===== config.mk =====
export PLATFORM = sky130hd
export DESIGN_NAME = sarc_top
export DESIGN_NICKNAME = d
export VERILOG_FILES = /design/src/core/sarc_pkg.sv /design/src/core/sarc_wdog.sv /design/src/core/sarc_top.sv
export SDC_FILE = /design/constraint.sdc
export NUM_CORES = 1
export LEC_CHECK = 0
export BUFFER_PORTS_ARGS = -buffer_cell sky130_fd_sc_hd__buf_2
export CAP_MARGIN = 20
export CORE_MARGIN = 2
export CORE_UTILIZATION = 55
export DETAILED_ROUTE_END_ITERATION = 7
export PLACE_DENSITY_LB_ADDON = 0.05
export SYNTH_ARGS = -nofsm -noshare
export SYNTH_HDL_FRONTEND = slang
export SYNTH_HIERARCHICAL = 1
export SYNTH_SLANG_ARGS = --single-unit

===== constraint.sdc =====
create_clock -name clk_sys -period 4.1 [get_ports clk_sys]
set_clock_uncertainty 0.2 [all_clocks]
set_input_delay 0.615 -clock clk_sys [delete_from_list [all_inputs] [get_ports clk_sys]]
set_output_delay 0.615 -clock clk_sys [all_outputs]
set_load 0.02 [all_outputs]

===== src/core/sarc_pkg.sv =====
// Shared constants, register map and carrier types of the converter sequencer
package sarc_pkg;
  // Clock and conversion timing
  localparam int unsigned CLK_PERIOD_NS = 10;
  localparam int unsigned CONV12_NS = 400;
  localparam int unsigned CONV12_CYC = (CONV12_NS + CLK_PERIOD_NS - 1) / CLK_PERIOD_NS;
  localparam int unsigned SMP_CYC = 4;
  localparam int unsigned PWRUP_CYC = 8;
  localparam int unsigned CNT_W = 8;

  // Register byte offsets
  localparam logic [7:0] OFS_ISR = 8'h00;
  localparam logic [7:0] OFS_IER = 8'h04;
  localparam logic [7:0] OFS_CR = 8'h08;
  localparam logic [7:0] OFS_CFG = 8'h0c;
  localparam logic [7:0] OFS_CHSEL = 8'h10;
  localparam logic [7:0] OFS_AWD1 = 8'h14;
  localparam logic [7:0] OFS_AWD2 = 8'h18;
  localparam logic [7:0] OFS_AWD3 = 8'h1c;
  localparam logic [7:0] OFS_DR = 8'h20;
  localparam logic [7:0] OFS_SR = 8'h24;

  // Control register bits
  localparam int unsigned CR_EN = 0;
  localparam int unsigned CR_START = 1;
  localparam int unsigned CR_AWDEN = 4;

  // Channel map: 7 external, 3 internal, rest reserved
  localparam int unsigned CH_NUM = 19;
  localparam int unsigned CH_W = 5;
  localparam int unsigned CH_TEMP = 12;
  localparam int unsigned CH_VREF = 13;
  localparam int unsigned CH_VCORE = 14;
  localparam logic [18:0] CH_VALID = 19'h0007f | (19'h1 << CH_TEMP) | (19'h1 << CH_VREF)
                                     | (19'h1 << CH_VCORE);

  // Resolution codes
  localparam logic [1:0] RES_12 = 2'h0;
  localparam logic [1:0] RES_10 = 2'h1;
  localparam logic [1:0] RES_8 = 2'h2;
  localparam logic [1:0] RES_6 = 2'h3;
  localparam logic [11:0] RAW_FULL = 12'hfff;

  // Trigger polarity codes
  localparam logic [1:0] POL_RISE = 2'h0;
  localparam logic [1:0] POL_FALL = 2'h1;

  localparam int unsigned EVT_W = 7;
  localparam int unsigned ACC_W = 20;

  typedef struct packed {
    logic [9:0] rsv;
    logic [3:0] ovs_shift;
    logic [2:0] ovs_ratio;
    logic ovs_en;
    logic dma_en;
    logic [1:0] trig_pol;
    logic [2:0] trig_sel;
    logic autoff;
    logic waitm;
    logic disc;
    logic scan;
    logic cont;
    logic align;
    logic [1:0] res;
  } sarc_cfg_t;

  typedef struct packed {
    logic [3:0] rsv1;
    logic [11:0] hi;
    logic [3:0] rsv0;
    logic [11:0] lo;
  } sarc_thr_t;

  typedef struct packed {
    logic awd3;
    logic awd2;
    logic awd1;
    logic ovr;
    logic eos;
    logic eoc;
    logic eosmp;
  } sarc_evt_t;

  typedef struct packed {
    logic pwr;
    logic sample;
    logic conv;
    logic [1:0] res;
    logic [4:0] chan;
  } sarc_ana_t;

  typedef enum logic [1:0] {SARC_IDLE, SARC_PWRUP, SARC_SMP, SARC_CONV} sarc_state_t;

  // Result width for a resolution code
  function automatic logic [4:0] sarc_bits(input logic [1:0] res);
    return 5'(12 - 2 * int'(res));
  endfunction

  // Conversion phase length, shorter at lower resolution
  function automatic logic [7:0] sarc_conv_cyc(input logic [1:0] res);
    return 8'(CONV12_CYC * int'(sarc_bits(res)) / 12);
  endfunction
endpackage


===== src/core/sarc_wdog.sv =====
// Window comparator of one analog watchdog
`timescale 1ns/1ps
module sarc_wdog (
  input wire logic clk_sys,
  input wire logic resetn,
  input wire logic en,
  input wire logic stb,
  input wire logic [11:0] val,
  input wire sarc_pkg::sarc_thr_t thr,
  output logic trip
);
  logic trip_ff;

  // One-cycle trip when a fresh value leaves the window
  always_ff @(posedge clk_sys or negedge resetn) begin
    if (!resetn) begin
      trip_ff <= 1'b0;
    end else begin
      trip_ff <= en && stb && (val > thr.hi || val < thr.lo);
    end
  end

  assign trip = trip_ff;
endmodule


===== src/core/sarc_top.sv =====
// Sequencer and register file of the successive-approximation converter
// Function
// - Result resolution selectable as 12, 10, 8 or 6 bits.
// - Nineteen channel positions: seven external, three internal, rest reserved.
// - Internal channels carry temperature sense, internal reference and core supply.
// - Single channel, scanned sequence, continuous and discontinuous operation.
// - Single mode converts the selection once per trigger, then waits.
// - Continuous mode repeats the selection without new triggers.
// - Result lands in a 16-bit data register, left or right aligned.
// - Start by software or selectable hardware trigger with chosen polarity.
// - Three watchdogs flag values outside an upper/lower threshold window.
// - Oversampler accumulates up to 256 conversions into one result.
// - 12-bit conversion takes 0.4 us; lower resolution converts faster.
// - Wait mode holds the next conversion until the result is read.
// - Auto-off powers the analog core only while converting.
// - Autonomous in stop: trigger powers up, converts, hands to DMA, powers down.
// - Sampling, conversion, sequence, watchdog and overrun events interrupt and wake.
// - Interrupts wake the device from both deeper stop states.
//
// Our own choices: the APB slave port and the placing of the registers.
`timescale 1ns/1ps
module sarc_top #(
  parameter int unsigned TRIG_N = 4
) (
  input wire logic clk_sys,
  input wire logic resetn,
  input wire logic [7:0] paddr,
  input wire logic psel,
  input wire logic penable,
  input wire logic pwrite,
  input wire logic [31:0] pwdata,
  output logic [31:0] prdata,
  output logic pready,
  output logic pslverr,
  input wire logic [TRIG_N-1:0] hw_trig,
  input wire logic stop_mode,
  input wire logic [11:0] ana_data,
  output sarc_pkg::sarc_ana_t ana,
  output logic dma_req,
  input wire logic dma_ack,
  output logic [15:0] dma_data,
  output logic irq,
  output logic wakeup
);
  // Local copies of package widths, usable as cast sizes
  localparam int unsigned ACC_W_L = sarc_pkg::ACC_W;
  localparam int unsigned CNT_W_L = sarc_pkg::CNT_W;
  sarc_pkg::sarc_state_t state_ff, nxt_state;
  logic [sarc_pkg::CNT_W-1:0] cnt_ff, nxt_cnt;
  sarc_pkg::sarc_cfg_t cfg_ff;
  sarc_pkg::sarc_thr_t thr_ff [3];
  sarc_pkg::sarc_evt_t isr_ff, ier_ff, evt_set;
  logic [18:0] chsel_ff;
  logic en_ff;
  logic [2:0] awden_ff;
  logic [TRIG_N-1:0] trig_s1_ff, trig_s2_ff, trig_s3_ff;
  logic [11:0] data_s1_ff, data_s2_ff;
  logic [15:0] dr_ff;
  logic dvalid_ff;
  logic pwr_on_ff;
  logic pend_ff;
  logic mid_ff;
  logic [sarc_pkg::CH_W-1:0] seq_ch_ff;
  logic [7:0] ovs_cnt_ff;
  logic [sarc_pkg::ACC_W-1:0] acc_ff;
  logic [2:0] awd_trip;
  logic acc_wr, acc_rd;
  logic wr_isr, wr_ier, wr_cr, wr_cfg, wr_chsel, rd_dr;
  logic [2:0] wr_awd;
  logic mapped;
  logic sw_start, hw_edge, start_ev;
  logic launch, smp_done, conv_done;
  logic [5:0] first_ch, next_ch;
  logic last_ovs, seq_more;
  logic [11:0] raw;
  logic [ACC_W_L-1:0] ovs_sum;
  logic [15:0] result;
  logic need_off;
  logic trig_now, trig_prev;
  logic [8:0] ovs_last;

  // Lowest selected channel at or above a position
  function automatic logic [5:0] find_ch(input logic [18:0] m, input logic [4:0] from);
    logic [5:0] r;
    r = 6'h00;
    for (int i = sarc_pkg::CH_NUM - 1; i >= 0; i--) begin
      if (m[i] && i >= int'(from)) begin
        r = {1'b1, 5'(i)};
      end
    end
    return r;
  endfunction

  // APB decode; the slave never stalls
  assign pready = 1'b1;
  assign acc_wr = psel && penable && pwrite;
  assign acc_rd = psel && penable && !pwrite;
  assign wr_isr = acc_wr && paddr == sarc_pkg::OFS_ISR;
  assign wr_ier = acc_wr && paddr == sarc_pkg::OFS_IER;
  assign wr_cr = acc_wr && paddr == sarc_pkg::OFS_CR;
  assign wr_cfg = acc_wr && paddr == sarc_pkg::OFS_CFG;
  assign wr_chsel = acc_wr && paddr == sarc_pkg::OFS_CHSEL;
  assign wr_awd[0] = acc_wr && paddr == sarc_pkg::OFS_AWD1;
  assign wr_awd[1] = acc_wr && paddr == sarc_pkg::OFS_AWD2;
  assign wr_awd[2] = acc_wr && paddr == sarc_pkg::OFS_AWD3;
  assign rd_dr = acc_rd && paddr == sarc_pkg::OFS_DR;
  assign sw_start = wr_cr && pwdata[sarc_pkg::CR_START];

  // Read mux and error answer for holes in the map
  always_comb begin
    mapped = 1'b1;
    prdata = 32'h0000_0000;
    unique case (paddr)
      sarc_pkg::OFS_ISR: prdata = 32'(isr_ff);
      sarc_pkg::OFS_IER: prdata = 32'(ier_ff);
      sarc_pkg::OFS_CR: prdata = {25'h0, awden_ff, 2'h0, state_ff != sarc_pkg::SARC_IDLE, en_ff};
      sarc_pkg::OFS_CFG: prdata = cfg_ff;
      sarc_pkg::OFS_CHSEL: prdata = 32'(chsel_ff);
      sarc_pkg::OFS_AWD1: prdata = thr_ff[0];
      sarc_pkg::OFS_AWD2: prdata = thr_ff[1];
      sarc_pkg::OFS_AWD3: prdata = thr_ff[2];
      sarc_pkg::OFS_DR: prdata = {16'h0000, dr_ff};
      sarc_pkg::OFS_SR: prdata = {26'h0, pwr_on_ff, dvalid_ff, mid_ff, pend_ff, state_ff};
      default: mapped = 1'b0;
    endcase
    if (!mapped) begin
      prdata = 32'h0000_0000;
    end
  end
  assign pslverr = psel && penable && !mapped;

  // Configuration registers; reserved channel positions never stick
  always_ff @(posedge clk_sys or negedge resetn) begin
    if (!resetn) begin
      cfg_ff <= '0;
      chsel_ff <= 19'h00000;
      en_ff <= 1'b0;
      awden_ff <= 3'h0;
      ier_ff <= '0;
    end else begin
      if (wr_cfg) begin
        cfg_ff <= {10'h000, pwdata[21:0]};
      end
      if (wr_chsel) begin
        chsel_ff <= pwdata[18:0] & sarc_pkg::CH_VALID;
      end
      if (wr_cr) begin
        en_ff <= pwdata[sarc_pkg::CR_EN];
        awden_ff <= pwdata[sarc_pkg::CR_AWDEN +: 3];
      end
      if (wr_ier) begin
        ier_ff <= pwdata[sarc_pkg::EVT_W-1:0];
      end
    end
  end

  // Watchdog thresholds, one word per watchdog
  always_ff @(posedge clk_sys or negedge resetn) begin
    if (!resetn) begin
      for (int k = 0; k < 3; k++) begin
        thr_ff[k] <= {4'h0, 12'hfff, 4'h0, 12'h000};
      end
    end else begin
      for (int k = 0; k < 3; k++) begin
        if (wr_awd[k]) begin
          thr_ff[k] <= pwdata & 32'h0fff_0fff;
        end
      end
    end
  end

  // Pin inputs pass two flops; the third stage only feeds edge detection
  always_ff @(posedge clk_sys or negedge resetn) begin
    if (!resetn) begin
      trig_s1_ff <= '0;
      trig_s2_ff <= '0;
      trig_s3_ff <= '0;
      data_s1_ff <= 12'h000;
      data_s2_ff <= 12'h000;
    end else begin
      trig_s1_ff <= hw_trig;
      trig_s2_ff <= trig_s1_ff;
      trig_s3_ff <= trig_s2_ff;
      data_s1_ff <= ana_data;
      data_s2_ff <= data_s1_ff;
    end
  end

  // Trigger select 0 means software only; n picks line n-1
  always_comb begin
    trig_now = 1'b0;
    trig_prev = 1'b0;
    for (int t = 0; t < TRIG_N; t++) begin
      if (int'(cfg_ff.trig_sel) == t + 1) begin
        trig_now = trig_s2_ff[t];
        trig_prev = trig_s3_ff[t];
      end
    end
    unique case (cfg_ff.trig_pol)
      sarc_pkg::POL_RISE: hw_edge = trig_now && !trig_prev;
      sarc_pkg::POL_FALL: hw_edge = !trig_now && trig_prev;
      default: hw_edge = trig_now != trig_prev;
    endcase
  end
  assign start_ev = sw_start || hw_edge;

  // Sequence bookkeeping
  assign first_ch = find_ch(chsel_ff, 5'h00);
  assign next_ch = find_ch(chsel_ff, 5'(seq_ch_ff + 5'h01));
  assign ovs_last = (9'h002 << cfg_ff.ovs_ratio) - 9'h001;
  assign last_ovs = !cfg_ff.ovs_en || {1'b0, ovs_cnt_ff} == ovs_last;
  assign seq_more = cfg_ff.scan && next_ch[5];
  assign need_off = cfg_ff.autoff || stop_mode;

  // Phase sequencer: power-up, sampling, conversion
  always_comb begin
    nxt_state = state_ff;
    nxt_cnt = cnt_ff;
    launch = 1'b0;
    smp_done = 1'b0;
    conv_done = 1'b0;
    unique case (state_ff)
      sarc_pkg::SARC_IDLE: begin
        // Wait mode holds off while a result is unread
        if (en_ff && first_ch[5] && (pend_ff || start_ev)
            && !(cfg_ff.waitm && dvalid_ff)) begin
          launch = 1'b1;
          if (pwr_on_ff) begin
            nxt_state = sarc_pkg::SARC_SMP;
            nxt_cnt = CNT_W_L'(sarc_pkg::SMP_CYC - 1);
          end else begin
            nxt_state = sarc_pkg::SARC_PWRUP;
            nxt_cnt = CNT_W_L'(sarc_pkg::PWRUP_CYC - 1);
          end
        end
      end
      sarc_pkg::SARC_PWRUP: begin
        if (cnt_ff == '0) begin
          nxt_state = sarc_pkg::SARC_SMP;
          nxt_cnt = CNT_W_L'(sarc_pkg::SMP_CYC - 1);
        end else begin
          nxt_cnt = cnt_ff - 1'b1;
        end
      end
      sarc_pkg::SARC_SMP: begin
        if (cnt_ff == '0) begin
          smp_done = 1'b1;
          nxt_state = sarc_pkg::SARC_CONV;
          nxt_cnt = sarc_pkg::sarc_conv_cyc(cfg_ff.res) - 1'b1;
        end else begin
          nxt_cnt = cnt_ff - 1'b1;
        end
      end
      sarc_pkg::SARC_CONV: begin
        if (cnt_ff == '0) begin
          conv_done = 1'b1;
          nxt_state = sarc_pkg::SARC_IDLE;
        end else begin
          nxt_cnt = cnt_ff - 1'b1;
        end
      end
    endcase
    if (!en_ff) begin
      nxt_state = sarc_pkg::SARC_IDLE;
    end
  end

  // Phase state and its down counter
  always_ff @(posedge clk_sys or negedge resetn) begin
    if (!resetn) begin
      state_ff <= sarc_pkg::SARC_IDLE;
      cnt_ff <= '0;
    end else begin
      state_ff <= nxt_state;
      cnt_ff <= nxt_cnt;
    end
  end

  // Channel stepping, discontinuous parking and continuous rearm
  always_ff @(posedge clk_sys or negedge resetn) begin
    if (!resetn) begin
      seq_ch_ff <= '0;
      pend_ff <= 1'b0;
      mid_ff <= 1'b0;
    end else if (!en_ff) begin
      pend_ff <= 1'b0;
      mid_ff <= 1'b0;
    end else if (launch) begin
      pend_ff <= 1'b0;
      if (!pend_ff && !mid_ff) begin
        seq_ch_ff <= first_ch[4:0];
      end
    end else if (conv_done) begin
      if (!last_ovs) begin
        pend_ff <= 1'b1;
      end else if (seq_more) begin
        seq_ch_ff <= next_ch[4:0];
        mid_ff <= cfg_ff.disc;
        pend_ff <= !cfg_ff.disc;
      end else begin
        seq_ch_ff <= first_ch[4:0];
        mid_ff <= 1'b0;
        pend_ff <= cfg_ff.cont;
      end
    end
  end

  // Analog core power; dropped in idle under auto-off or stop
  always_ff @(posedge clk_sys or negedge resetn) begin
    if (!resetn) begin
      pwr_on_ff <= 1'b0;
    end else if (state_ff == sarc_pkg::SARC_PWRUP && cnt_ff == '0) begin
      pwr_on_ff <= 1'b1;
    end else if (state_ff == sarc_pkg::SARC_IDLE && !launch && (need_off || !en_ff)) begin
      pwr_on_ff <= 1'b0;
    end
  end

  // Raw value masked to the chosen width, then averaged or aligned
  assign raw = data_s2_ff & (sarc_pkg::RAW_FULL >> {cfg_ff.res, 1'b0});
  assign ovs_sum = acc_ff + ACC_W_L'(raw);
  always_comb begin
    if (cfg_ff.ovs_en) begin
      result = 16'(ovs_sum >> cfg_ff.ovs_shift);
    end else if (cfg_ff.align) begin
      result = {4'h0, raw} << (5'd16 - sarc_pkg::sarc_bits(cfg_ff.res));
    end else begin
      result = {4'h0, raw};
    end
  end

  // Oversampling accumulator
  always_ff @(posedge clk_sys or negedge resetn) begin
    if (!resetn) begin
      acc_ff <= '0;
      ovs_cnt_ff <= 8'h00;
    end else if (!en_ff) begin
      acc_ff <= '0;
      ovs_cnt_ff <= 8'h00;
    end else if (conv_done) begin
      acc_ff <= last_ovs ? '0 : ovs_sum;
      ovs_cnt_ff <= last_ovs ? 8'h00 : ovs_cnt_ff + 8'h01;
    end
  end

  // Data register; a fresh result wins over a same-cycle read
  always_ff @(posedge clk_sys or negedge resetn) begin
    if (!resetn) begin
      dr_ff <= 16'h0000;
      dvalid_ff <= 1'b0;
    end else if (conv_done && last_ovs) begin
      dr_ff <= result;
      dvalid_ff <= 1'b1;
    end else if (rd_dr || dma_ack) begin
      dvalid_ff <= 1'b0;
    end
  end

  // Three watchdogs share the raw value of every conversion
  for (genvar w = 0; w < 3; w++) begin : g_awd
    sarc_wdog u_wdog (
      .clk_sys(clk_sys),
      .resetn(resetn),
      .en(awden_ff[w]),
      .stb(conv_done),
      .val(raw),
      .thr(thr_ff[w]),
      .trip(awd_trip[w])
    );
  end

  // Event sources
  always_comb begin
    evt_set = '0;
    evt_set.eosmp = smp_done;
    evt_set.eoc = conv_done && last_ovs;
    evt_set.eos = conv_done && last_ovs && !seq_more;
    evt_set.ovr = conv_done && last_ovs && dvalid_ff && !rd_dr && !dma_ack;
    evt_set.awd1 = awd_trip[0];
    evt_set.awd2 = awd_trip[1];
    evt_set.awd3 = awd_trip[2];
  end

  // Sticky status, write one to clear; a new event beats the clear
  always_ff @(posedge clk_sys or negedge resetn) begin
    if (!resetn) begin
      isr_ff <= '0;
    end else begin
      isr_ff <= (isr_ff & ~(wr_isr ? pwdata[sarc_pkg::EVT_W-1:0] : '0)) | evt_set;
    end
  end

  assign irq = |(isr_ff & ier_ff);
  assign wakeup = stop_mode && irq;

  // DMA moves each result out; the request holds until acknowledged or the data register is read
  assign dma_req = cfg_ff.dma_en && dvalid_ff;
  assign dma_data = dr_ff;

  // Analog core controls decoded from state flops
  assign ana.pwr = pwr_on_ff || state_ff == sarc_pkg::SARC_PWRUP;
  assign ana.sample = state_ff == sarc_pkg::SARC_SMP;
  assign ana.conv = state_ff == sarc_pkg::SARC_CONV;
  assign ana.res = cfg_ff.res;
  assign ana.chan = seq_ch_ff;
endmodule


# Yosys cells after proc, flatten, opt, wreduce, memory -nomap -nowiden
# Index checks and enable logic that the tools add are counted.
word_totals:
  ff_bits: 224
  input_bits: 63
  out_inout_bits: 63
op_classes:
  addsub: 8
  mul: 1
  div: 1
  order_cmp: 16
  n_eq_ne: 30
  shifts: 4
  mux: 78
  bitwise: 5
  n_reduce_logical: 87
ops:
  columns: ["cell", "n"]
  rows:
  - ["case mux 28 bit (10 select lines)", 1]
  - ["2-to-1 mux 6 bit", 20]
  - ["2-to-1 mux 20 bit", 3]
  - ["2-to-1 mux 8 bit", 7]
  - ["logical AND 1 bit", 48]
  - ["> comparator 12 bit", 3]
  - ["less-than comparator 12 bit", 3]
  - ["divider 11 x 4 -> 32 bit, second input constant", 1]
  - ["== test 8 x 5 -> 1 bit, second input constant", 4]
  - ["2-to-1 mux 16 bit", 2]
  - ["case mux 8 bit (4 select lines)", 1]
  - ["2-to-1 mux 1 bit", 28]
  - ["2-to-1 mux 28 bit", 1]
  - ["2-to-1 mux 5 bit", 5]
  - ["adder 20 x 12 -> 20 bit", 1]
  - ["right shift 20 x 4 -> 16 bit", 1]
  - ["== test 8 x 4 -> 1 bit, second input constant", 2]
  - ["== test 8 x 6 -> 1 bit, second input constant", 2]
  - ["logical NOT 8 bit", 2]
  - ["left shift 12 x 5 -> 16 bit", 1]
  - ["subtractor 8 x 1 -> 8 bit, second input constant", 2]
  - ["greater-or-equal comparator 3 x 5 -> 1 bit, first input constant", 3]
  - ["greater-or-equal comparator 4 x 5 -> 1 bit, first input constant", 3]
  - ["AND 7 bit", 2]
  - ["other kinds (39)", 84]

# Longest topological paths before layout
# Gate-level depths: netlist of the first run.
depth:
  word_depth: 20
  ltp_mapped: 15

# Modules after synthesis
# Netlist of the first run, hierarchy kept.
modules_own_cells:
  columns: ["module", "instances", "cells_each", "area_per_inst_um2"]
  rows:
  - ["sarc_top", 1, 1290, 12768.5]
  - ["sarc_wdog", 3, 83, 611.8]

# Worst setup path after synthesis of the first run
# OpenSTA, ideal clock, no wires.
synth_timing:
  path_type: "flip-flop to flip-flop"
  start: "register cfg_ff, in the netlist ana[6]"
  end: "register dr_ff[3] (netlist: dma_data[3])"
  arrival_time_ns: 3.607
  required_ns: 3.767
  slack_ns: 0.160
  stages_incl_launch_ff: 13
  n_path_buf: 1
  period_less_slack_ns: 3.940
  cell_sequence: "dfrtp_1 > ha_1 > nor2b_1 > ha_1 > buf_2 > and3_1 > nor3b_2 > or2_2 > a211o_1 > mux4_2 > a221oi_1 > o2bb2ai_1 > a21oi_1"
synth_via:
  elab_chain_cells: 5
synth_lines:
  columns: ["item", "line_no", "text"]
  rows:
  - ["start, declared", "sarc_top.sv:50", "sarc_pkg::sarc_cfg_t cfg_ff;"]
  - ["start signal, assigned", "sarc_top.sv:142", "cfg_ff <= {10'h000, pwdata[21:0]};"]
  - ["right shift 12 x 3 -> 12 bit (*)", "sarc_top.sv:320", "assign raw = data_s2_ff & (sarc_pkg::RAW_FULL >> {cfg_ff.res, 1'b0});"]
  - ["AND 12 bit (*)", "sarc_top.sv:320", null]
  - ["net raw[6]", "sarc_top.sv:75", "logic [11:0] raw;"]
  - ["adder 20 x 12 -> 20 bit / left shift 12 x 5 -> 16 bit (equally long branches)", "sarc_top.sv:321, sarc_top.sv:326", null]
  - ["right shift 20 x 4 -> 16 bit / 2-to-1 mux 16 bit (equally long branches)", "sarc_top.sv:324, sarc_top.sv:325", null]
  - ["2-to-1 mux 16 bit (*)", "sarc_top.sv:323", "if (cfg_ff.ovs_en) begin"]
  - ["end signal, assigned", "sarc_top.sv:352", "dr_ff <= result;"]
  - ["end, declared", "sarc_top.sv:58", "logic [15:0] dr_ff;"]
# The timed path passes the listed nets; every way through them passes the cells marked *.
# A chain may end at the register's enable or synchronous reset.

# Final worst setup path of the first run
# Ends and elaborated chain as after synthesis.

==> metrics.txt, run 1 <==
Antenna Violating Nets Remaining 0; post-synthesis register bit count 223; Clk pin slew, worst setup/hold paths 0.06 ns; Synth Flop Type dfrtp_1; Die Ht 167 µm; worst vdd ir about 0.00039 V; die area ~28000 µm²; power share of the combinational group 8.2%; largest net degree at the start of global routing 81; Hold Startpoint pwdata[15]; CP Data Arrival Time about 4.1 ns; port buffer count 115; first-pass GRT wire length 68000 µm; Switching Fraction 23.5%; Num CTS Buffers 26; Hold Fails Final Rpt 0; Post-CTS Setup Bufs 0; Sequential Power Share 42.6%; Sum Neg Setup Slack 0 ns; Critical path origin ana[6]$_DFFE_PN0P_; routed length per instance 21.4 µm; GP Congestion 0.932; RSZ-0062 raised after global routing false; final worst-path cycle share between 90% and 100%; initial core utilization 56.0%; via count around 12000; clock share of power 49.2%; Layout area overhead 15.5%; FMAX 260 MHz; clk sinks 223; # diodes 0; yosys warns 6; DRT Pass-1 Iters 5; residual DRC count 0; max-slew violation count 0; type of element launching the critical path register; status finished clean; Rel. slew slack 49.5%; Final HPWL DP 31500 µm; GRT busiest layer met2; Critical R2R Capture dma_data[3]$_DFFE_PN0P_; actual slew at the worst max-slew pin approximately 0.76 ns; total core area 26100 µm²; Seq/Total Area, Yosys 38.5%; vias in the first global route 12000; antenna violations before repair 0; M2 GR Usage 49.4%; Hold Path End cfg_ff[15]$_DFFE_PN0P_; CTS tree done; switching pwr 0.00125 W; fin area roughly 17000 µm²; WHS Path Cells 2; Post-synth EDFFs 0; CTS root buffer clkbuf_16; final setup vio count 0; Crit Path Max Fanout 6; post-synthesis cell area around 15000 µm²; Async S/R FF share, synth 100%; Reg2Reg Launch Point ana[6]$_DFFE_PN0P_; clk buf depth 3; GR Overflow Total 0; Yosys cell types 85; met3 GRT Util 3.68%; GR Util met1 44.0%; total routed wirelength between 40000 and 50000 µm; Std-Cell Rows 59; nets@finish about 1800; R2R cell count 11; H-tree Lvls 1; hold crit path type in -> reg; CP Data Required Time 4.31 ns; reg2reg setup slack roughly 0.25 ns; critical path class reg -> reg; GRT Resource Usage Total 30.7%; Avg Synthesized Cell Area 9.49 µm²; P per Cell Area 316 nW/µm²; minimum clock period slightly below 4 ns; Via density a little over 6; IO Count 126; cell area after placement 15700 µm²; cell internal pwr 0.00408 W; die width 167 µm; Synth Instances 1539; critical path endpoint category register; layout cell share with drive strength beyond 1 between 20% and 30%; initial drt markers 1233; Static Leak around 7.7 nW; Max-cap violations 0; Skew-Pair Late Insertion Delay 0.55 ns
-- logic make-up after synthesis --
family,synth area share [%]
XOR/XNOR,1.32
other,0.0514
flip-flops,38.5
AND/OR/NAND/NOR,13.6
buffers and inverters,5.13
AO/OA/AOI/OAI,19.1
adder cells (fa/ha/maj),8.88
multiplexers,13.4
-- Yosys cell counts (all sizes together), types with 7 or more instances --
master | count | share of area (%)
nor2b | 18 | 0.77
ha | 102 | 8.7
dfrtp | 187 | 32
nand4 | 17 | 0.73
a21boi | 7 | 0.36
inv | 110 | 2.8
buf | 20 | 0.84
xnor2 | 13 | 0.78
a21o | 9 | 0.46
o41ai | 7 | 0.42
a22o | 19 | 1.1
a211oi | 18 | 1.0
a221o | 12 | 0.82
a211o | 7 | 0.42
and2 | 10 | 0.43
dfstp | 36 | 6.5
o22ai | 16 | 0.69
nor3 | 27 | 1.0
a31oi | 12 | 0.51
a221oi | 16 | 0.96
nand2 | 149 | 3.8
mux2i | 41 | 2.8
clkbuf | 53 | 1.4
o21ai | 85 | 2.9
o221ai | 8 | 0.52
o211ai | 12 | 0.62
nand2b | 15 | 0.66
mux2 | 127 | 9.8
a21oi | 98 | 3.5
xor2 | 9 | 0.54
nor2 | 114 | 2.9
nand3 | 27 | 0.93
and3 | 9 | 0.39
a22oi | 25 | 1.3
-- worst max-delay path by stage --
stage	end	cells after the start
finish	dma_data[3]$_DFFE_PN0P_	11
floorplan	dma_data[3]$_DFFE_PN0P_	12
global route	dma_data[7]$_DFFE_PN0P_	14
global placement	dma_data[7]$_DFFE_PN0P_	14
detailed placement	dma_data[7]$_DFFE_PN0P_	14
CTS	dma_data[7]$_DFFE_PN0P_	14
-- final cells by class --
type	count	area, µm²
multi-input cells	1133	8270
flip-flops and latches	223	5630
clock inverters	12	275
well taps	335	419
repair buffers	179	1150
inverters	114	428
clock buffers	34	711
fillers	2204	9190
-- registers in the layout, indices dropped and copies added (netlist names), 3 cells and up --
register and cells:
acc_ff 20, awden_ff 3, cfg_ff 20, chsel_ff 10
cnt_ff 8, data_s1_ff 12, data_s2_ff 12, dma_data 16
g_awd.u_wdog/trip 3, ier_ff 7, isr_ff 7, ovs_cnt_ff 8
seq_ch_ff 4, thr_ff 72, trig_s1_ff 4, trig_s2_ff 4
trig_s3_ff 4
-- timing repair --
action                                  CTS  global route
hold endpoints to repair                 84             0
endpoints found under the setup margin    0             4
gates resized for setup                   0             3
hold buffers                             17             0
-- cells in the final DEF (no fill, tap or decap), drive strengths merged, types with 8 or more instances in the layout --
cell,n
o22ai,16
clkinv,9
o21ai,85
nand2b,15
inv,110
mux2i,41
xnor2,13
a22oi,25
nor2,114
nand3,27
nor2b,18
dlygate4sd3,17
and2,10
o221ai,8
a221oi,16
o211ai,12
a221o,12
a31oi,12
nand2,149
a211oi,18
dfstp,36
a21oi,98
nand4,17
nor3,27
and3,9
buf,162
ha,102
a22o,19
dfrtp,187
clkbuf,34
xor2,9
a21o,9
mux2,127
-- layer usage --
layer | vias up | wire length, µm
li1 | 5886 | -
met1 | 6065 | 19100
met2 | 456 | 20200
met3 | 75 | 2900
met4 | 0 | 1180
met5 | - | 0
-- critical path, cell delays in order, from the launching register on --
cell and delay, ns:
dfrtp_1 0.45, ha_1 0.29, nor2b_1 0.18, ha_1 0.28, a21oi_1 0.20, o21ai_0 0.18
or2_2 0.37, a211o_1 0.33, mux4_2 0.50, a221oi_1 0.51, o2bb2ai_1 0.17, a21oi_1 0.06
-- power groups by stage --
stage | sequential, W | combinational, W | clock (W)
global route | 0.00228 | 0.000487 | 0.00275
finish | 0.00227 | 0.000439 | 0.00262
CTS | 0.00227 | 0.000438 | 0.00266
floorplan | 0.00230 | 0.000239 | 0
detailed placement | 0.00231 | 0.000421 | 0
global placement | 0.00231 | 0.000413 | 0
-- stage by stage --
step	util [%]	instances	total power [W]	setup slack [ns]	hold slack (ns)
3_3_place_gp	60.2	1967	0.00272	0.391	0.133
5_1_grt	64.7	2030	0.00551	0.0400	0.0929
4_1_cts	64.7	2030	0.00537	0.246	0.0794
6_report	64.7	2030	0.00534	0.252	0.0904
2_1_floorplan	-	1543	0.00254	0.160	0.119
3_5_place_dp	60.2	1967	0.00273	0.278	0.135
Power figures use the tool's default switching activity.
==> run 2, diff against run 1 <==
ABC_AREA = 1   (was unset)
==> metrics.txt, run 2 <==
status finished clean; routed length per instance around 18 µm; P per Cell Area 415 nW/µm²; Buf/Inv on CP 3; Avg Synthesized Cell Area 7.20 µm²; cell internal pwr 0.00459 W; Via density ~5.7; Top delay family on crit path simple AND/OR/NAND/NOR gates; antenna violations before repair 0; Design Power 0.00707 W; residual DRC count 0; minimum clock period 3.82 ns; GRT Resource Usage Total 33.7%; switching pwr 0.00248 W; power share of the combinational group 25.3%; post-synthesis cell area 14900 µm²; R2R cell count 20; via count around 15000; top post-synthesis cells by count 593 x nand2_1, 273 x inv_1, 187 x dfrtp_1, 183 x o21ai_0, 144 x nand3_1; Sequential Power Share 38.1%; layout cell share with drive strength beyond 1 13.5%; Max-cap violations 0; critical path class reg -> reg; Std-Cell Rows 60; IO Count 126; Rel. slew slack 42.5%; total core area 26800 µm²; GR Overflow Total 0; Clk pin slew, worst setup/hold paths 0.06 ns; area leader, netlist dfrtp_1; vias in the first global route around 14000; CTS tree done; # diodes 0; CP max stage delay just under 0.7 ns; Synth top area share about 31%; post-synthesis register bit count 223; port buffer count 115; hold crit path type in -> reg; Crit Path Max Fanout 9; Yosys cell types 64; biggest regs thr_ff (72), acc_ff (20), cfg_ff (20); Switching Fraction a little over a third; nets@finish 2372; type of element launching the critical path register; Final HPWL DP 35300 µm; clk buf depth 3; initial drt markers approximately 1100; die area 28500 µm²; clk sinks 223; critical path endpoint category register; die width 169 µm; Hold WS about 0.097 ns; Crit path top cell by count nand2_1; Die Ht around 170 µm; commonest non-fill, non-tap cells in the layout 593 x nand2_1, 273 x inv_1, 187 x dfrtp_1; Post-synth EDFFs 0; Synth Flop Type dfrtp_1; initial core utilization 55.8%; worst-path cell chain inv_1, ha_1, nand2_1, inv_1, ha_1, nand2_1, nor2_1, inv_1, nor3_1, nand2_1, nand2_1, nand3_1, nand3_1, nand3_1, nand2_1, nand2_1, nand3_1, nand2_1, nand2_1, nand2_1; max-slew violation count 0; Static Leak between 8 and 9 nW; Num CTS Buffers 27; most common cell after layout, fill and taps aside nand2_1; Synth Instances 2075; WHS Path Cells 3; Largest register FFs 72; final worst-path cycle share 93.2%; Hold Fails Final Rpt 0; Layout area overhead 14.0%; actual slew at the worst max-slew pin between 0.8 and 0.9 ns; yosys warns 6; Async S/R FF share, synth 100%; clock share of power 36.6%; CP Data Required Time 4.35 ns; CP Data Arrival Time 4.07 ns; Slowest-stage cell, CP dfrtp_1; synth top area cells dfrtp_1 31%, nand2_1 15%, ha_1 8.5%; first-pass GRT wire length 75300 µm; H-tree Lvls 1; worst vdd ir 0.000382 V; DRT Pass-1 Iters 5; total routed wirelength 47400 µm; Seq/Total Area, Yosys a little under two fifths; Skew-Pair Late Insertion Delay 0.57 ns; CTS root buffer clkbuf_16; Finished Core Util 63.6%; Antenna Violating Nets Remaining 0; most common cell in the netlist nand2_1; RSZ-0062 raised after global routing false; largest net degree at the start of global routing 97; GP Congestion between 0.9 and 1; Sum Neg Setup Slack 0 ns; final setup vio count 0; FMAX 262 MHz; Reg with most FFs thr_ff; Levels on crit path 20
==> run 2: changes by cell type after synthesis, sizes merged, moves of 17 or more <==
cell / delta
nand2: +457
inv: +188
mux2: -127
nand3: +122
o21ai: +105
mux2i: -41
nor2: +40
a211oi: -17
nor2b: -17
==> run 2: tightest hold or removal path, cell delays in order <==
cell	delay [ns]
buf_2	0.09
inv_1	0.06
o21ai_0	0.08
==> run 2: through the flow <==
step                setup WS [ns]  std cells  area [µm²]
finish                      0.279       2568       17000
CTS                         0.330       2568       17000
global route               0.0125       2568       17000
floorplan                   0.842       2079       15000
detailed placement          0.394       2501       15900
global placement            0.512       2501       15900
==> run 2: final cells by class <==
class | count | area (µm²)
fillers | 2475 | 9760
multi-input cells | 1491 | 7920
flip-flops and latches | 223 | 5630
inverters | 302 | 1130
repair buffers | 161 | 986
clock buffers | 32 | 714
well taps | 341 | 427
clock inverters | 18 | 240
==> run 2: worst paths after layout <==
kind                                         start                 endpoint  slack [ns]
max in group asynchronous                   resetn   thr_ff[82]$_DFFE_PN1P_        2.16
min                                     pwdata[26]   thr_ff[58]$_DFFE_PN1P_         0.1
max reg2reg                     ana[6]$_DFFE_PN0P_  dma_data[7]$_DFFE_PN0P_        0.28
min reg2reg                data_s1_ff[9]$_DFF_PN0_  data_s2_ff[9]$_DFF_PN0_        0.15
max                             ana[6]$_DFFE_PN0P_  dma_data[7]$_DFFE_PN0P_        0.28
min in group asynchronous                   resetn   acc_ff[13]$_DFFE_PN0P_        0.41
==> run 2: cells by family after synthesis <==
family                     count (synthesis)  share of synthesized area [%]
buffers and inverters                    365                           9.49
xor gates and xnor gates                  15                          0.929
and+or+nand+nor                          983                           28.5
DFF                                      223                           37.6
AOI/OAI and AO/OA                        384                           14.7
adders and majority gates                103                           8.67
other                                      2                         0.0502
==> run 2: power by group through the flow <==
stage | logic (W) | registers (W) | clock network [W]
floorplan | 0.00112 | 0.00272 | 0
global placement | 0.00173 | 0.00271 | 0
detailed placement | 0.00175 | 0.00272 | 0
CTS | 0.00178 | 0.00268 | 0.00260
global route | 0.00200 | 0.00271 | 0.00269
finish | 0.00179 | 0.00269 | 0.00258
==> run 2: repair_timing <==
action                                 in CTS  in global routing
hold buffers                               17                  0
endpoints found under the hold margin      97                  0
buffers inserted                            0                  0
gates resized for setup                     0                  0
==> run 2: per-layer routing <==
| layer | vias to the layer above | track usage, % | wire (µm) |
|---|---|---|---|
| met5 | - | 0 | 0 |
| met4 | 0 | 14.8 | 2190 |
| met3 | 118 | 4.93 | 3310 |
| met2 | 536 | 54.5 | 21500 |
| met1 | 6858 | 45.2 | 20400 |
| li1 | 7035 | - | - |
==> run 3, diff against run 2 <==
CORE_UTILIZATION = 58   (was 55)
clock period = 3.6 ns   (was 4.1 ns; I/O delays follow)
==> metrics.txt, run 3 (synthesis results as in run 2) <==
status finished clean; Max-cap violations 0; via count 14700; Hold Fails Final Rpt 0; first-pass GRT wire length 74500 µm; CP endpoint dma_data[8]$_DFFE_PN0P_; met3 GRT Util 4.95%; Antenna Violating Nets Remaining 0; critical path class reg -> reg; # diodes 0; GP Congestion 0.999; Reg with most FFs thr_ff; port buffer count 115; max-slew violation count 0; routed length per instance ~19 µm; commonest non-fill, non-tap cells in the layout 593 x nand2_1, 273 x inv_1, 186 x dfrtp_1; GRT Resource Usage Total 35.6%; final setup vio count 0; CTS root buffer clkbuf_16; clk buf depth 3; P per Cell Area 461 nW/µm²; most common cell after layout, fill and taps aside nand2_1; H-tree Lvls 1; GRT busiest layer met2; CP Data Required Time 3.84 ns; WHS Path Cells 3; Reg2Reg Launch Point ana[6]$_DFFE_PN0P_; GR Util met1 47.7%; type of element launching the critical path register; die area ~27000 µm²; reg2reg setup slack ~0.21 ns; Static Leak 8.38 nW; initial drt markers between 1000 and 1500; CP Data Arrival Time 3.63 ns; worst vdd ir roughly 0.00048 V; critical path endpoint category register; antenna violations before repair 0; hold crit path type in -> reg; Critical path origin ana[6]$_DFFE_PN0P_; RSZ-0062 raised after global routing false; setup ws final 0.209 ns; M2 GR Usage 57.3%; Skew-Pair Late Insertion Delay 0.56 ns; actual slew at the worst max-slew pin around 0.8 ns; largest net degree at the start of global routing between 80 and 90; vias in the first global route 14000; minimum clock period ~3.4 ns; IO Count between 100 and 150; Num CTS Buffers 26; final worst-path cycle share 94.2%; R2R cell count 18; biggest regs thr_ff (72), acc_ff (20), cfg_ff (20); DRT Pass-1 Iters 6; Sum Neg Setup Slack 0 ns; FMAX around 300 MHz; Crit Path Max Fanout 7; clk sinks between 200 and 250; Post-CTS Setup Bufs 0; Largest register FFs 72; CTS tree done; placed cell count roughly 2500; Layout area overhead 15.0%; residual DRC count 0; total core area 25300 µm²; DP Worst Slack ~0.24 ns; Std-Cell Rows 58; nets@finish 2395; layout cell share with drive strength beyond 1 14.5%; Critical R2R Capture dma_data[8]$_DFFE_PN0P_; Clk pin slew, worst setup/hold paths roughly 0.06 ns; GR Overflow Total 0; initial core utilization 59.2%; die width 165 µm; Via density 5.69; Layout Cells excl Fill 2578; Final HPWL DP 35300 µm; Die Ht 165 µm; Rel. slew slack 47.6%; total routed wirelength around 48000 µm
-- run 3: cell types whose count changed in the layout (fill, tap and decap cells not counted), moves of 2 or more --
cell / change
buf_4: +22
bufinv_16: -2
clkbuf_8: +3
buf_12: +2
-- run 3: final cells by class --
cell class	instances	area, µm²
Clock buffer	33	727
Clock inverter	14	175
Fill cell	2202	8070
Inverter	302	1130
Multi-Input combinational cell	1491	7920
Sequential cell	223	5630
Tap cell	330	413
Timing Repair Buffer	185	1190
-- run 3: how the worst min path moves through the flow --
| stage | startpoint | to | slack [ns] |
|---|---|---|---|
| 2_1_floorplan | resetn | acc_ff[0]$_DFFE_PN0P_ | 0.04 |
| 3_5_place_dp | data_s1_ff[9]$_DFF_PN0_ | data_s2_ff[9]$_DFF_PN0_ | 0.14 |
| 6_report | pwdata[26] | thr_ff[26]$_DFFE_PN1P_ | 0.04 |
| 4_1_cts | pwdata[26] | thr_ff[90]$_DFFE_PN1P_ | 0.02 |
| 5_1_grt | pwdata[23] | thr_ff[87]$_DFFE_PN1P_ | 0.05 |
| 3_3_place_gp | data_s1_ff[5]$_DFF_PN0_ | data_s2_ff[5]$_DFF_PN0_ | 0.13 |
-- run 3: worst max-delay path, stage by stage (launching register included) --
cell	delay, ns
dfrtp_2	0.46
inv_1	0.08
ha_1	0.22
nand2_1	0.14
inv_1	0.11
ha_1	0.37
nand2_1	0.09
nor2_1	0.22
inv_1	0.08
nor3_1	0.14
nand2_1	0.11
nand2_1	0.10
nand3_1	0.15
nand3_1	0.14
nand3_1	0.10
nand3_1	0.11
nand2_1	0.09
a21oi_1	0.28
nor2_1	0.07
-- run 3: what timing repair did --
action | 4_1_cts | 5_1_grt
resized for setup | 0 | 3
hold buffers | 17 | 0
endpoints found under the hold margin | 81 | 0
endpoints found under the setup margin | 0 | 9
-- run 3: per-stage QoR --
step | hold slack [ns] | util, % | instance area, µm² | total power [W]
3_3_place_gp | 0.133 | 63.8 | 16100 | 0.00504
2_1_floorplan | 0.0444 | - | 15000 | 0.00438
5_1_grt | 0.0505 | 68.1 | 17200 | 0.00832
3_5_place_dp | 0.136 | 63.8 | 16100 | 0.00509
6_report | 0.0378 | 68.1 | 17200 | 0.00793
4_1_cts | 0.0218 | 68.0 | 17200 | 0.00790
-- run 3: report_power, final --
group | total (W) | switching, W | internal (W) | leakage, nW
Combinational | 0.00207 | 0.00136 | 0.000705 | 5.13
Sequential | 0.00305 | 0.000299 | 0.00275 | 2.81
Clock | 0.00281 | 0.00116 | 0.00165 | 0.444
-- run 3: per-layer routing --
layer | wire length [µm] | up-vias
met5 | 0 | -
met4 | 2350 | 0
met3 | 3690 | 139
met2 | 21600 | 615
met1 | 20100 | 6831
li1 | - | 7087
